### src/rtl/cdsr_defines.svh
// offsets, field positions and timing counts of the status readout bank
`ifndef CDSR_DEFINES_SVH
`define CDSR_DEFINES_SVH

// read address width, read data width and event flag count
`define CDSR_ADDR_W 7
`define CDSR_DATA_W 12
`define CDSR_EVT_W 12

// read address map
`define CDSR_OFS_PRIMARY_STATUS 7'h00
`define CDSR_OFS_SECONDARY_STATUS 7'h01
`define CDSR_OFS_STICKY_EVENTS 7'h02
`define CDSR_OFS_PORT_ONE 7'h04
`define CDSR_OFS_PORT_TWO 7'h05
`define CDSR_OFS_PORT_THREE 7'h06
`define CDSR_OFS_RX_CORR0 7'h10
`define CDSR_OFS_RX_CORR1 7'h11
`define CDSR_OFS_RX_CORR2 7'h12
`define CDSR_OFS_RX_CORR_TAIL 7'h13
`define CDSR_OFS_RX_RAW0 7'h18
`define CDSR_OFS_RX_RAW1 7'h19
`define CDSR_OFS_RX_RAW2 7'h1a
`define CDSR_OFS_RX_RAW3 7'h1b
`define CDSR_OFS_RX_RAW4 7'h1c
`define CDSR_OFS_VOTE_REPEATS 7'h1d
`define CDSR_OFS_AUDIO_ADC 7'h20
`define CDSR_OFS_TONE_MEASURE 7'h30

// primary status field positions
`define CDSR_P1_RX_AVAIL 0
`define CDSR_P1_TX_AVAIL 1
`define CDSR_P1_TX_ABORT 2
`define CDSR_P1_TX_ACTIVE 3
`define CDSR_P1_RCC_BUSY 4
`define CDSR_P1_TIMER_ZERO 5
`define CDSR_P1_BAND_LO 6
`define CDSR_P1_BAND_HI 7

// secondary status field positions
`define CDSR_P2_AUDIO_ACTIVE 0
`define CDSR_P2_VOICE_MSG 1
`define CDSR_P2_CTRL_SYNC 2

// reset values of the read answer and the sticky events
`define CDSR_DATA_RESET 12'h000
`define CDSR_EVT_RESET 12'h000

// cycles from a taken read to its answer
`define CDSR_READ_LATENCY 1

`endif

### src/rtl/cdsr_pkg.sv
// types shared by the status readout bank
`default_nettype none

package cdsr_pkg;

	// measured tone band as reported in the primary status word
	typedef enum logic [1:0]
	{
		CDSR_BAND_INVALID = 2'b00,
		CDSR_BAND_LOW = 2'b01,
		CDSR_BAND_MID = 2'b10,
		CDSR_BAND_HIGH = 2'b11
	} cdsr_band_e;

	typedef logic [6:0] cdsr_addr_t;
	typedef logic [11:0] cdsr_data_t;

endpackage : cdsr_pkg

`default_nettype wire

### src/rtl/cdsr_sticky_bit.sv
// one sticky event flag: set by a pulse, cleared by the reader, set wins
`timescale 1ns/10ps
`default_nettype none
`include "cdsr_defines.svh"

module cdsr_sticky_bit
(
	input wire logic clk, // device clock
	input wire logic rst, // synchronous reset, active high
	input wire logic set_pulse, // event seen this cycle
	input wire logic clr_pulse, // flag reported to the reader
	output var logic flag // sticky flag
);

	logic flag_ff;
	logic nxt_flag;

	// a set in the clearing cycle survives
	assign nxt_flag = set_pulse | (flag_ff & ~clr_pulse);

	// flag storage
	always_ff @(posedge clk)
	begin
		if (rst)
			flag_ff <= 1'b0;
		else
			flag_ff <= nxt_flag;
	end

	assign flag = flag_ff;

endmodule : cdsr_sticky_bit

`default_nettype wire

### src/rtl/cdsr_status_readout.sv
// read-side register bank: status words, sticky events, port pins, rx words, tone
// Functional notes
// Address 00 returns receive-ready, transmit-buffer-free, abort/arbitration, encoder-busy, reverse-channel-busy and timer-zero in bits 0 to 5.
// Bits 7:6 of address 00 carry the tone band: 01 low, 10 middle, 11 high, 00 invalid tone.
// Address 01 returns audio-interface-active, voice-message-receiving and control-frame-sync in bits 0 to 2.
// Address 02 returns twelve event flags in the documented order.
// An event flag is set whenever its event occurs, interrupt enables notwithstanding.
// The event flags report only what happened since the last read of address 02, so that read clears them.
// Addresses 04, 05 and 06 return the live states of the three general ports, 8, 8 and 4 bits wide.
// Addresses 10, 11 and 12 return corrected receive bits 27-20, 19-12 and 11-4.
// Address 13 returns corrected receive bits 3-0 together with the decode status.
// Addresses 18 to 1c return the forty uncorrected bits, most significant byte first.
// Address 1d returns the four-bit count of repeats used by the majority vote.
// Address 20 returns the last conversion result fetched from the audio processor.
// Address 30 returns the eight-bit tone frequency measurement.
// In address 13, bits 7:4 are data bits 3:0 and bits 3:0 are the decode status.
// The tone measurement is a two's-complement offset from 6 kHz in 1 Hz steps.
// The host trusts address 20 only after the audio interface has finished its read; the host model stops waiting after 50 cycles and reads anyway.
// An event arriving in the cycle of an event-register read stays set afterwards.
`timescale 1ns/10ps
`default_nettype none
`include "cdsr_defines.svh"

module cdsr_status_readout
(
	input wire logic CLK, // device clock, 100 MHz
	input wire logic SYS_RST, // synchronous reset, active high
	input wire logic RD_REQ, // one-cycle read request
	input wire logic [6:0] RD_ADDR, // read address
	output var logic [11:0] RD_DATA, // read answer, low bits significant
	output var logic RD_ACK, // answer valid, one-cycle pulse
	input wire logic RX_DATA_AVAIL, // received word waiting
	input wire logic TX_BUF_AVAIL, // transmit buffer free
	input wire logic TX_ABORT_ARB, // last transmit aborted or lost arbitration
	input wire logic TX_ENC_ACTIVE, // transmit encoder running
	input wire logic RCC_BUSY, // reverse control channel busy
	input wire logic TIMER_ZERO, // counter/timer at zero
	input wire logic [1:0] TONE_BAND, // tone band code from the detector
	input wire logic AUDIO_IF_ACTIVE, // audio processor interface busy
	input wire logic VOICE_MSG_RX, // voice channel message arriving
	input wire logic CTRL_FRAME_SYNC, // forward control frame sync held
	input wire logic [11:0] EVENT_PULSE, // one-cycle event strobes, documented order
	input wire logic [7:0] GENERAL_PORT_ONE, // pin levels of port one
	input wire logic [7:0] GENERAL_PORT_TWO, // pin levels of port two
	input wire logic [3:0] GENERAL_PORT_THREE, // pin levels of port three
	input wire logic [27:0] RX_CORRECTED, // corrected received data
	input wire logic [3:0] DECODE_STATUS, // error-correction status code
	input wire logic [39:0] RX_RAW, // uncorrected received bits
	input wire logic [3:0] VOTE_REPEATS, // repeats used by the vote
	input wire logic [7:0] AUDIO_ADC_RESULT, // last audio conversion result
	input wire logic [7:0] TONE_OFFSET // tone offset from 6 kHz, 1 Hz steps
);

	logic [11:0] rd_data_ff;
	logic rd_ack_ff;
	logic [11:0] nxt_rd_data;
	wire logic [11:0] evt_flags;
	logic evt_read;
	cdsr_pkg::cdsr_band_e band;

	// address hits
	wire hit_p1 = RD_ADDR == `CDSR_OFS_PRIMARY_STATUS;
	wire hit_p2 = RD_ADDR == `CDSR_OFS_SECONDARY_STATUS;
	wire hit_evt = RD_ADDR == `CDSR_OFS_STICKY_EVENTS;
	wire hit_g1 = RD_ADDR == `CDSR_OFS_PORT_ONE;
	wire hit_g2 = RD_ADDR == `CDSR_OFS_PORT_TWO;
	wire hit_g3 = RD_ADDR == `CDSR_OFS_PORT_THREE;
	wire hit_c0 = RD_ADDR == `CDSR_OFS_RX_CORR0;
	wire hit_c1 = RD_ADDR == `CDSR_OFS_RX_CORR1;
	wire hit_c2 = RD_ADDR == `CDSR_OFS_RX_CORR2;
	wire hit_c3 = RD_ADDR == `CDSR_OFS_RX_CORR_TAIL;
	wire hit_r0 = RD_ADDR == `CDSR_OFS_RX_RAW0;
	wire hit_r1 = RD_ADDR == `CDSR_OFS_RX_RAW1;
	wire hit_r2 = RD_ADDR == `CDSR_OFS_RX_RAW2;
	wire hit_r3 = RD_ADDR == `CDSR_OFS_RX_RAW3;
	wire hit_r4 = RD_ADDR == `CDSR_OFS_RX_RAW4;
	wire hit_vr = RD_ADDR == `CDSR_OFS_VOTE_REPEATS;
	wire hit_adc = RD_ADDR == `CDSR_OFS_AUDIO_ADC;
	wire hit_tone = RD_ADDR == `CDSR_OFS_TONE_MEASURE;
	wire hit_any = hit_p1 | hit_p2 | hit_evt | hit_g1 | hit_g2 | hit_g3 | hit_c0 | hit_c1
		| hit_c2 | hit_c3 | hit_r0 | hit_r1 | hit_r2 | hit_r3 | hit_r4 | hit_vr | hit_adc
		| hit_tone; // any mapped address

	// status word images
	assign band = cdsr_pkg::cdsr_band_e'(TONE_BAND);
	wire [7:0] primary_status = {band, TIMER_ZERO, RCC_BUSY, TX_ENC_ACTIVE,
		TX_ABORT_ARB, TX_BUF_AVAIL, RX_DATA_AVAIL};
	wire [2:0] secondary_status = {CTRL_FRAME_SYNC, VOICE_MSG_RX, AUDIO_IF_ACTIVE};
	wire [7:0] corr_tail = {RX_CORRECTED[3:0], DECODE_STATUS};

	// read data selection; unmapped addresses answer zero
	wire [11:0] sel_status = ({12{hit_p1}} & {4'h0, primary_status})
		| ({12{hit_p2}} & {9'h000, secondary_status})
		| ({12{hit_evt}} & evt_flags);
	wire [11:0] sel_ports = ({12{hit_g1}} & {4'h0, GENERAL_PORT_ONE})
		| ({12{hit_g2}} & {4'h0, GENERAL_PORT_TWO})
		| ({12{hit_g3}} & {8'h00, GENERAL_PORT_THREE});
	wire [11:0] sel_corr = ({12{hit_c0}} & {4'h0, RX_CORRECTED[27:20]})
		| ({12{hit_c1}} & {4'h0, RX_CORRECTED[19:12]})
		| ({12{hit_c2}} & {4'h0, RX_CORRECTED[11:4]})
		| ({12{hit_c3}} & {4'h0, corr_tail});
	wire [11:0] sel_raw = ({12{hit_r0}} & {4'h0, RX_RAW[39:32]})
		| ({12{hit_r1}} & {4'h0, RX_RAW[31:24]})
		| ({12{hit_r2}} & {4'h0, RX_RAW[23:16]})
		| ({12{hit_r3}} & {4'h0, RX_RAW[15:8]})
		| ({12{hit_r4}} & {4'h0, RX_RAW[7:0]})
		| ({12{hit_vr}} & {8'h00, VOTE_REPEATS});
	wire [11:0] sel_misc = ({12{hit_adc}} & {4'h0, AUDIO_ADC_RESULT})
		| ({12{hit_tone}} & {4'h0, TONE_OFFSET});
	assign nxt_rd_data = sel_status | sel_ports | sel_corr | sel_raw | sel_misc;

	// a read of the event word hands over every flag it reports
	assign evt_read = RD_REQ & hit_evt;

	// twelve sticky event flags, independent of interrupt enables
	genvar gi;
	generate
		for (gi = 0; gi < `CDSR_EVT_W; gi = gi + 1)
		begin : g_evt
			cdsr_sticky_bit u_bit
			(
				.clk(CLK),
				.rst(SYS_RST),
				.set_pulse(EVENT_PULSE[gi]),
				.clr_pulse(evt_read),
				.flag(evt_flags[gi])
			);
		end
	endgenerate

	// registered read answer, held until the next read
	always_ff @(posedge CLK)
	begin
		if (SYS_RST)
			rd_data_ff <= `CDSR_DATA_RESET;
		else if (RD_REQ)
			rd_data_ff <= nxt_rd_data;
	end

	// answer strobe one cycle after the request
	always_ff @(posedge CLK)
	begin
		if (SYS_RST)
			rd_ack_ff <= 1'b0;
		else
			rd_ack_ff <= RD_REQ;
	end

	assign RD_DATA = rd_data_ff;
	assign RD_ACK = rd_ack_ff;
endmodule : cdsr_status_readout

`default_nettype wire

### config.mk
export PLATFORM = sky130hd
export DESIGN_NAME = cdsr_status_readout
export DESIGN_NICKNAME = d
export VERILOG_FILES = /design/src/rtl/cdsr_pkg.sv /design/src/rtl/cdsr_sticky_bit.sv /design/src/rtl/cdsr_status_readout.sv
export VERILOG_INCLUDE_DIRS = /design/src /design/src/rtl
export SDC_FILE = /design/constraint.sdc
export NUM_CORES = 1
export LEC_CHECK = 0
export ABC_AREA = 1
export BUFFER_PORTS_ARGS = -buffer_cell sky130_fd_sc_hd__buf_2
export CAP_MARGIN = 40
export CORE_MARGIN = 5
export CORE_UTILIZATION = 37
export CTS_BUF_LIST = sky130_fd_sc_hd__clkbuf_8 sky130_fd_sc_hd__clkbuf_16
export CTS_CLUSTER_SIZE = 24
export DETAILED_ROUTE_END_ITERATION = 12
export GPL_TIMING_DRIVEN = 0
export MAX_ROUTING_LAYER = met4
export PLACE_DENSITY = 0.77
export SLEW_MARGIN = 5
export SYNTH_ARGS = -nofsm -noshare
export SYNTH_HDL_FRONTEND = slang
export SYNTH_SLANG_ARGS = --single-unit
### constraint.sdc
create_clock -name CLK -period 1 [get_ports CLK]
set_input_delay 0.05 -clock CLK [delete_from_list [all_inputs] [get_ports CLK]]
set_output_delay 0.05 -clock CLK [all_outputs]
set_load 0.02 [all_outputs]
==> results.md, run 1 <==
- RSZ-0062 raised after global routing: yes
- Die Ht: 86.4 um
- Max-slew violation count: 0
- CTS Buf Count: 3
- Critical path class: in2reg
- CTS H-tree depth: 1
- Final nets: 735
- Gr usage total: 26.4%
- Die Wd: 86.4 um
- Fin crit share: 98.7%
- Pin count of the biggest net entering global routing: 16
- Leakage: 2.01 nW
- Hold crit path type: in2reg
- DIE AREA: 7470 um2
- CTS Buffer Depth: 2
- Initial antenna violation count: 0
- Final core utilization: 67.0%
- Clk_skew: 0.00211 ns
- Total wire length: 11000 um
- Layout cells sized above 1: 42.3%
- Synth unique cells: 17
- Final Hold Viols: 1
- Outcome: finished, violations left
- Routed WL per cell: 16.7 um
- F_max: 1.01 GHz
- Failing checks: hold timing
- DP Worst Slack: -0.573 ns
- Average cell area after synthesis: 5.36 um2
- Synth warn: 0
- Clock root buffer: clkbuf_8
- Max transition margin: 70.9%
- Drt first pass iters: 5
- I/O pin cnt: 158
- Area delta synth->final: 73.9%
- Number of DRC markers in iteration 0: 267
- Post-synthesis sequential area ratio: 23.2%
- Most frequent cells in the layout: 149 x buf_2, 104 x nand2_1, 90 x nand3_1, 62 x nor2_1, 25 x dfxtp_1
- Synthesized cell area: 2160 um2
- TritonCTS clock tree: yes
- DRC viols: 0
- Syn Nets: 548
- Post-route setup slack: 0.0133 ns
- Clk slew on worst S/H paths: 0.09 ns
- Post-detail-place hpwl: 8140 um
- Synth Instances: 403
- Later-pin clock latency in the skew report: 0.27 ns
- Detailed-route via count: 3516
- Core footprint: 5610 um2
- Max cap viols: 0
- P per Cell Area: 696 nW/um2
- Worst Setup End Kind: flop
- Global route total overflow: 0
- Vias in the first global route: 3175
- First-pass GRT wire length: 15300 um
- Clk sinks: 25
- Starting Density: 38.5%
- Routed Antenna Nets: 0
- Port Buffer Count: 156
- Antenna cell count: 0
- Critical Path RT: 1.17 ns
- Row cnt: 27
- Final setup fails: 0
- Pwr Total: 2.62 mW
- CP Launch Type: input port
- Vias per cell: 5.32
- Most common cell after layout, fill and taps aside: buf_2
- Routability congestion estimate: 0.958
- Fin Hold WS: -0.00345 ns
- Critical Path AT: 1.16 ns
- Yosys reg bits: 25
- Tightest Pin Transition: 0.437 ns
- CP max FO: 10
- Max rail drop VDD: 0.000782 V
- Fin crit period: 0.987 ns
## sequential cells by signal, summed over array words and instances (netlist names)
| name | flops |
|---|---|
| g_evt.u_bit.flag | 12 |
| RD_ACK | 1 |
| RD_DATA | 12 |
## metal layers
metal | share of wire (%) | global-route usage [%] | wire, um
met4 | 2.7 | 7.37 | 294
met2 | 49 | 45.9 | 5340
met1 | 38 | 31.7 | 4210
met5 | 0 | - | 0
met3 | 11 | 3.80 | 1160
## synthesized netlist by cell type, drive strengths merged
| cell | n | area (um2) |
|---|---|---|
| nand4 | 2 | 12.5 |
| o21ai | 8 | 40.0 |
| clkbuf | 3 | 11.3 |
| buf | 10 | 86.3 |
| nand2 | 118 | 443 |
| dfxtp | 25 | 500 |
| inv | 23 | 86.3 |
| nand3b | 2 | 15.0 |
| nor3 | 1 | 5.00 |
| nor2 | 90 | 355 |
| a21oi | 24 | 120 |
| nand3 | 97 | 485 |
## repair_timing
item,CTS,global route
gates cloned,0,5
pin swaps,5,27
hold buffers,9,0
resized for setup,38,72
setup buffers,6,7
hold endpoints to repair,9,0
endpoints found under the setup margin,18,22
## cells by family after synthesis
logic type | after synthesis | synth area share [%]
flops | 25 | 23.2
buf+inv | 36 | 8.51
compound gates | 32 | 7.41
simple gates | 310 | 60.9
## report_power, final
group / internal [mW] / switching [mW]
combinational: 0.434 / 0.473
clock: 0.283 / 0.342
sequential: 1.05 / 0.0324
## final cells by class
cell class,instances,area [um2]
Inverter,23,101
Fill cell,532,1850
Buffer,12,129
Timing Repair Buffer,183,1140
Clock buffer,3,41.3
Clock inverter,1,7.51
Tap cell,72,90.1
Multi-Input combinational cell,342,1740
Sequential cell,25,500
## worst paths after layout
| check | from | endpoint | slack (ns) | depth (start not counted) |
|---|---|---|---|---|
| worst max-delay path | RD_ADDR[5] | RD_DATA[3]$_SDFFE_PP0P_ | 0.01 | 12 |
| worst min-delay path | EVENT_PULSE[7] | g_evt[7].u_bit.flag$_SDFF_PP0_ | -0.003 | 3 |
| worst max register to register | g_evt[3].u_bit.flag$_SDFF_PP0_ | RD_DATA[3]$_SDFFE_PP0P_ | 0.03 | 6 |
| worst min register to register | RD_DATA[10]$_SDFFE_PP0P_ | RD_DATA[10]$_SDFFE_PP0P_ | 0.47 | 2 |
## per-stage QoR
step	TNS, ns	instances	area (um2)
after CTS	-0.0122	650	3360
after detailed placement	-8.40	631	3050
after floorplan	0	403	2180
after global routing	-0.225	661	3760
final	0	661	3760
after global placement	-7.91	631	3050
## worst max-delay path: stages
cell and delay (ns):
buf_6 0.09, inv_4 0.05, nand2_4 0.07, nor2_4 0.04
buf_12 0.14, clkbuf_16 0.15, nand3_1 0.07, nand2_1 0.06
nor2_1 0.13, nand3_1 0.11, nor2_1 0.12, nor2_1 0.06
Power figures use the tool's default switching activity.
==> inputs of run 2 (changes only) <==
CORE_ASPECT_RATIO = 0.75   (was unset)
==> results.md, run 2 (same netlist as run 1, synthesis figures left out) <==
- Outcome: finished, violations left
- Failing checks: setup timing
- CTS Buffer Depth: 2
- Inst Count DP: 637
- Number of DRC markers in iteration 0: 310
- Clk sinks: 25
- Met2 WL: 4860 um
- F_max: 0.998 GHz
- Worst Setup End Kind: flop
- Starting Density: 37.7%
- Final nets: 737
- Max-slew violation count: 0
- Die Wd: 98.2 um
- Port Buffer Count: 156
- Pin count of the biggest net entering global routing: 17
- Initial antenna violation count: 0
- Clk_skew: 0.00586 ns
- Max cap viols: 0
- Drt first pass iters: 5
- Die Ht: 76.2 um
- Most frequent cells in the layout: 150 x buf_2, 104 x nand2_1, 94 x nand3_1, 68 x nor2_1, 24 x dfxtp_1
- Critical Path AT: 1.17 ns
- Core footprint: 5740 um2
- I/O pin cnt: 158
- Logic gate share of total power: 33.3%
- Max transition margin: 69.3%
- DR top layer: met4
- CP Launch Type: input port
- Routed met3 length: 1240 um
- FILL cells: 571
- Fin crit period: 1.00 ns
- Layout cells sized above 1: 40.4%
- Setup_tns: -0.00179 ns
- Post-route setup slack: -0.00179 ns
- Area delta synth->final: 69.8%
- RSZ-0062 raised after global routing: yes
- DRC viols: 0
- Critical path class: in2reg
- Final Hold Viols: 0
- Max rail drop VDD: 0.000633 V
- Leakage: 1.99 nW
- Fin Hold WS: 0.00591 ns
- Routed WL per cell: 15.5 um
- Detailed-route via count: 3434
- CTS H-tree depth: 1
- Clock power share: 24.9%
- CTS Buf Count: 3
- Later-pin clock latency in the skew report: 0.28 ns
- CP max FO: 6
- Critical Path RT: 1.17 ns
- First-pass GRT wire length: 15400 um
- Net switching power: 0.841 mW
- Tightest Pin Transition: 0.461 ns
- Fin crit share: 100%
- Clk slew on worst S/H paths: 0.09 ns
- Vias in the first global route: 3264
- Most common cell after layout, fill and taps aside: buf_2
- Met1 WL: 4080 um
- Register share of total power: 41.8%
- Routed Antenna Nets: 0
- Final setup fails: 1
- P per Cell Area: 706 nW/um2
- Total wire length: 10400 um
- TritonCTS clock tree: yes
- Post-detail-place hpwl: 7800 um
- Clock root buffer: clkbuf_8
- Routability congestion estimate: 0.931
- Switching Fraction: 32.5%
- Antenna cell count: 0
- Hold crit path type: in2reg
- Gr usage total: 25.6%
- Total internal power: 1.75 mW
- Final core utilization: 64.0%
- Row cnt: 24
- DIE AREA: 7480 um2
- Final cell count without fillers: 669
- Vias per cell: 5.13
- Global route total overflow: 0
==> run 2: changes by cell type in the layout (fill, tap and decap cells not counted), moves of 2 or more <==
cell           before  now
nor2_1             62   68
buf_4              10   18
dlygate4sd3_1       9   11
nand3_1            90   94
buf_8               5    2
nor2_2             10    4
clkbuf_16           4    1
clkbuf_4            3    1
nand3_2             7    2
==> run 2: critical path: stages <==
cell       delay (ns)
buf_4            0.15
nand2_2          0.09
nor2_4           0.04
buf_6            0.13
clkbuf_16        0.15
nand3_1          0.07
nand2_1          0.05
nor2_1           0.15
nand3_1          0.11
nor2_1           0.11
nor2_1           0.05
==> run 2: final timing paths <==
| kind | cells past startpoint | slack, ns | endpoint | from |
|---|---|---|---|---|
| max | 11 | -0.002 | RD_DATA[6]$_SDFFE_PP0P_ | RD_ADDR[4] |
| min | 3 | 0.006 | g_evt[7].u_bit.flag$_SDFF_PP0_ | EVENT_PULSE[7] |
| max reg2reg | 6 | 0.02 | RD_DATA[3]$_SDFFE_PP0P_ | g_evt[3].u_bit.flag$_SDFF_PP0_ |
| min reg2reg | 2 | 0.47 | RD_DATA[10]$_SDFFE_PP0P_ | RD_DATA[10]$_SDFFE_PP0P_ |
==> run 2: cell type report <==
| type | count | area (um2) | area share, % |
|---|---|---|---|
| Sequential cell | 25 | 502 | 13.7 |
| Buffer | 12 | 116 | 3.17 |
| Multi-Input combinational cell | 342 | 1720 | 46.8 |
| Clock inverter | 1 | 8.76 | 0.239 |
| Timing Repair Buffer | 185 | 1090 | 29.6 |
| Clock buffer | 3 | 41.3 | 1.13 |
| Inverter | 23 | 98.8 | 2.69 |
| Tap cell | 78 | 97.6 | 2.66 |
==> run 2: metrics by stage <==
stage          area [um2]  power, mW  setup slack [ns]
3_3_place_gp         3060       1.76            -0.492
2_1_floorplan        2180       1.36            0.0183
4_1_cts              3420       2.50           0.00329
3_5_place_dp         3060       1.77            -0.568
6_report             3670       2.59          -0.00179
5_1_grt              3670       2.71           -0.0478
==> run 2: power by group through the flow <==
stage	Sequential, mW	Clock [mW]	Combinational (mW)
floorplan	1.12	0	0.244
global placement	1.10	0	0.657
detailed placement	1.10	0	0.666
CTS	1.08	0.655	0.763
global route	1.09	0.692	0.927
finish	1.08	0.646	0.861
==> run 2: layer usage <==
layer	GRT usage (%)	vias to the layer above
met2	42.6	206
met1	31.8	1513
li1	-	1691
met3	7.23	24
met4	3.68	0
met5	-	-
==> run 2: what timing repair did <==
item,in CTS,in global routing
pin swaps,3,19
hold buffers,11,0
cloned,1,2
endpoints found under the setup margin,22,17
buffers inserted,9,6
hold endpoints to repair,11,0
resized for setup,35,59
==> inputs of run 3 (changes only) <==
--- a/config.mk
+++ b/config.mk
@@ -19,3 +19,3 @@
 export MAX_ROUTING_LAYER = met4
-export PLACE_DENSITY = 0.77
+export PLACE_DENSITY = 0.8
 export SLEW_MARGIN = 5
--- a/constraint.sdc
+++ b/constraint.sdc
@@ -3,2 +3,2 @@
 set_output_delay 0.05 -clock CLK [all_outputs]
-set_load 0.02 [all_outputs]
+set_load 0.05 [all_outputs]
==> results.md, run 3 (same netlist as run 1, synthesis figures left out) <==
- Later-pin clock latency in the skew report: 0.28 ns
- Post-route setup slack: -0.0317 ns
- Max-slew violation count: 0
- P per Cell Area: 698 nW/um2
- Worst path depth: 12
- Detailed-route via count: 3603
- Clk sinks: 25
- CP max FO: 8
- Critical Path RT: 1.17 ns
- I/O pin cnt: 158
- Gr usage total: 24.4%
- Core footprint: 5740 um2
- Most frequent cells in the layout: 149 x buf_2, 102 x nand2_1, 88 x nand3_1, 57 x nor2_1, 23 x a21oi_1
- Max cap viols: 0
- DIE AREA: 7480 um2
- Layout cells sized above 1: 44.2%
- Global route total overflow: 0
- Total wire length: 11100 um
- Crit path to: RD_DATA[4]$_SDFFE_PP0P_
- Pin count of the biggest net entering global routing: 17
- Vias in the first global route: 3198
- Top Family by Delay on Critical Path: simple AND/OR/NAND/NOR gates
- CTS H-tree depth: 1
- Clock root buffer: clkbuf_8
- Post-Layout Inst Area: 3890 um2
- Final nets: 741
- Final Hold Viols: 0
- Cell Chain, Critical Path: buf_12, clkinv_8, nand2_4, nor2_4, buf_12, clkbuf_16, nand3_1, nand2_1, nor2_1, nand3_1, nor2_1, nor2_1
- Die Wd: 98.2 um
- Failing checks: setup timing
- Reg2Reg Depth: 6
- Hold crit path type: in2reg
- Final setup fails: 2
- Most common cell after layout, fill and taps aside: buf_2
- Starting Density: 37.7%
- Worst R2R End: RD_DATA[4]$_SDFFE_PP0P_
- Setup_tns: -0.0563 ns
- TritonCTS clock tree: yes
- Critical path class: in2reg
- RSZ-0062 raised after global routing: yes
- Outcome: finished, violations left
- CTS Buf Count: 3
- DP Worst Slack: -0.542 ns
- Slowest-stage cell, CP: clkbuf_16
- Routability congestion estimate: 0.903
- CP Launch Type: input port
- Leakage: 2.07 nW
- FILL cells: 517
- Routed WL per cell: 16.5 um
- First-pass GRT wire length: 14700 um
- Routed Antenna Nets: 0
- Critical Path Most Common Cell: nor2_1
- R2r startpoint: g_evt[4].u_bit.flag$_SDFF_PP0_
- Worst Setup End Kind: flop
- F_max: 0.969 GHz
- Clk slew on worst S/H paths: 0.10 ns
- Fin crit share: 103%
- Cell Area, Placed: 3060 um2
- Fin crit period: 1.03 ns
- Buf+Inv Stages, Crit Path: 4
- Max rail drop VDD: 0.000617 V
- Critical Path AT: 1.21 ns
- Initial antenna violation count: 0
- DRC viols: 0
- Area delta synth->final: 80.1%
- Number of DRC markers in iteration 0: 284
- Flop2flop setup slack: 0.04 ns
- Vias per cell: 5.35
- Final core utilization: 67.9%
- Post-detail-place hpwl: 7720 um
- Setup crit start: RD_ADDR[5]
- Tightest Pin Transition: 0.538 ns
- Drt first pass iters: 5
- CTS Buffer Depth: 2
- Die Ht: 76.2 um
- Row cnt: 24
- Clk_skew: 0.000897 ns
- Max transition margin: 64.1%
- Antenna cell count: 0
- Port Buffer Count: 156
- Crit path largest cell delay: 0.15 ns
==> run 3: how the worst min path moves through the flow <==
stage,startpoint,endpoint,cells past startpoint
after CTS,EVENT_PULSE[9],g_evt[9].u_bit.flag$_SDFF_PP0_,3
after floorplan,EVENT_PULSE[0],g_evt[0].u_bit.flag$_SDFF_PP0_,2
after detailed placement,EVENT_PULSE[8],g_evt[8].u_bit.flag$_SDFF_PP0_,3
after global placement,EVENT_PULSE[8],g_evt[8].u_bit.flag$_SDFF_PP0_,3
final,EVENT_PULSE[9],g_evt[9].u_bit.flag$_SDFF_PP0_,3
after global routing,EVENT_PULSE[6],g_evt[6].u_bit.flag$_SDFF_PP0_,3
==> run 3: cell type report <==
class                   count  area, um2  area share (%)
clock buffers               3       41.3            1.06
clock inverters             1       8.76           0.225
flip-flops and latches     25        504            13.0
well taps                  78       97.6            2.51
multi-input cells         342       1800            46.2
inverters                  23        116            2.99
plain buffers              13        130            3.34
repair buffers            188       1200            30.8
==> run 3: layer usage <==
| layer | share of wire (%) | GRT usage [%] | routed length (um) |
|---|---|---|---|
| met1 | 40 | 30.0 | 4420 |
| met2 | 48 | 40.4 | 5390 |
| met3 | 9.7 | 5.76 | 1080 |
| met4 | 2.1 | 5.87 | 234 |
| met5 | 0 | - | 0 |
==> run 3: stage by stage <==
stage | cells | total power, mW | hold WS (ns)
floorplan | 403 | 1.41 | 0.167
global placement | 637 | 1.80 | 0.254
detailed placement | 637 | 1.81 | 0.262
CTS | 656 | 2.49 | 0.00396
global route | 673 | 2.84 | 0.00505
finish | 673 | 2.72 | 0.000868
==> run 3: repair_timing <==
action / CTS / global route
gates cloned: 0 / 6
hold buffers: 10 / 0
setup buffers: 5 / 11
resized for setup: 14 / 120
pin swaps: 2 / 33
endpoints found under the setup margin: 18 / 20
hold endpoints to repair: 10 / 0
==> run 3: worst register-to-register path, delay by kind of cell (launching register included) <==
| kind | cells | cell delay, ns |
|---|---|---|
| flops | 1 | 0.33 |
| simple gates | 6 | 0.53 |
==> run 3: power by group <==
part	total, mW	switching (mW)	leakage (nW)	internal [mW]
clock network	0.652	0.360	0.0261	0.293
logic	0.981	0.538	1.84	0.444
registers	1.08	0.0307	0.208	1.05
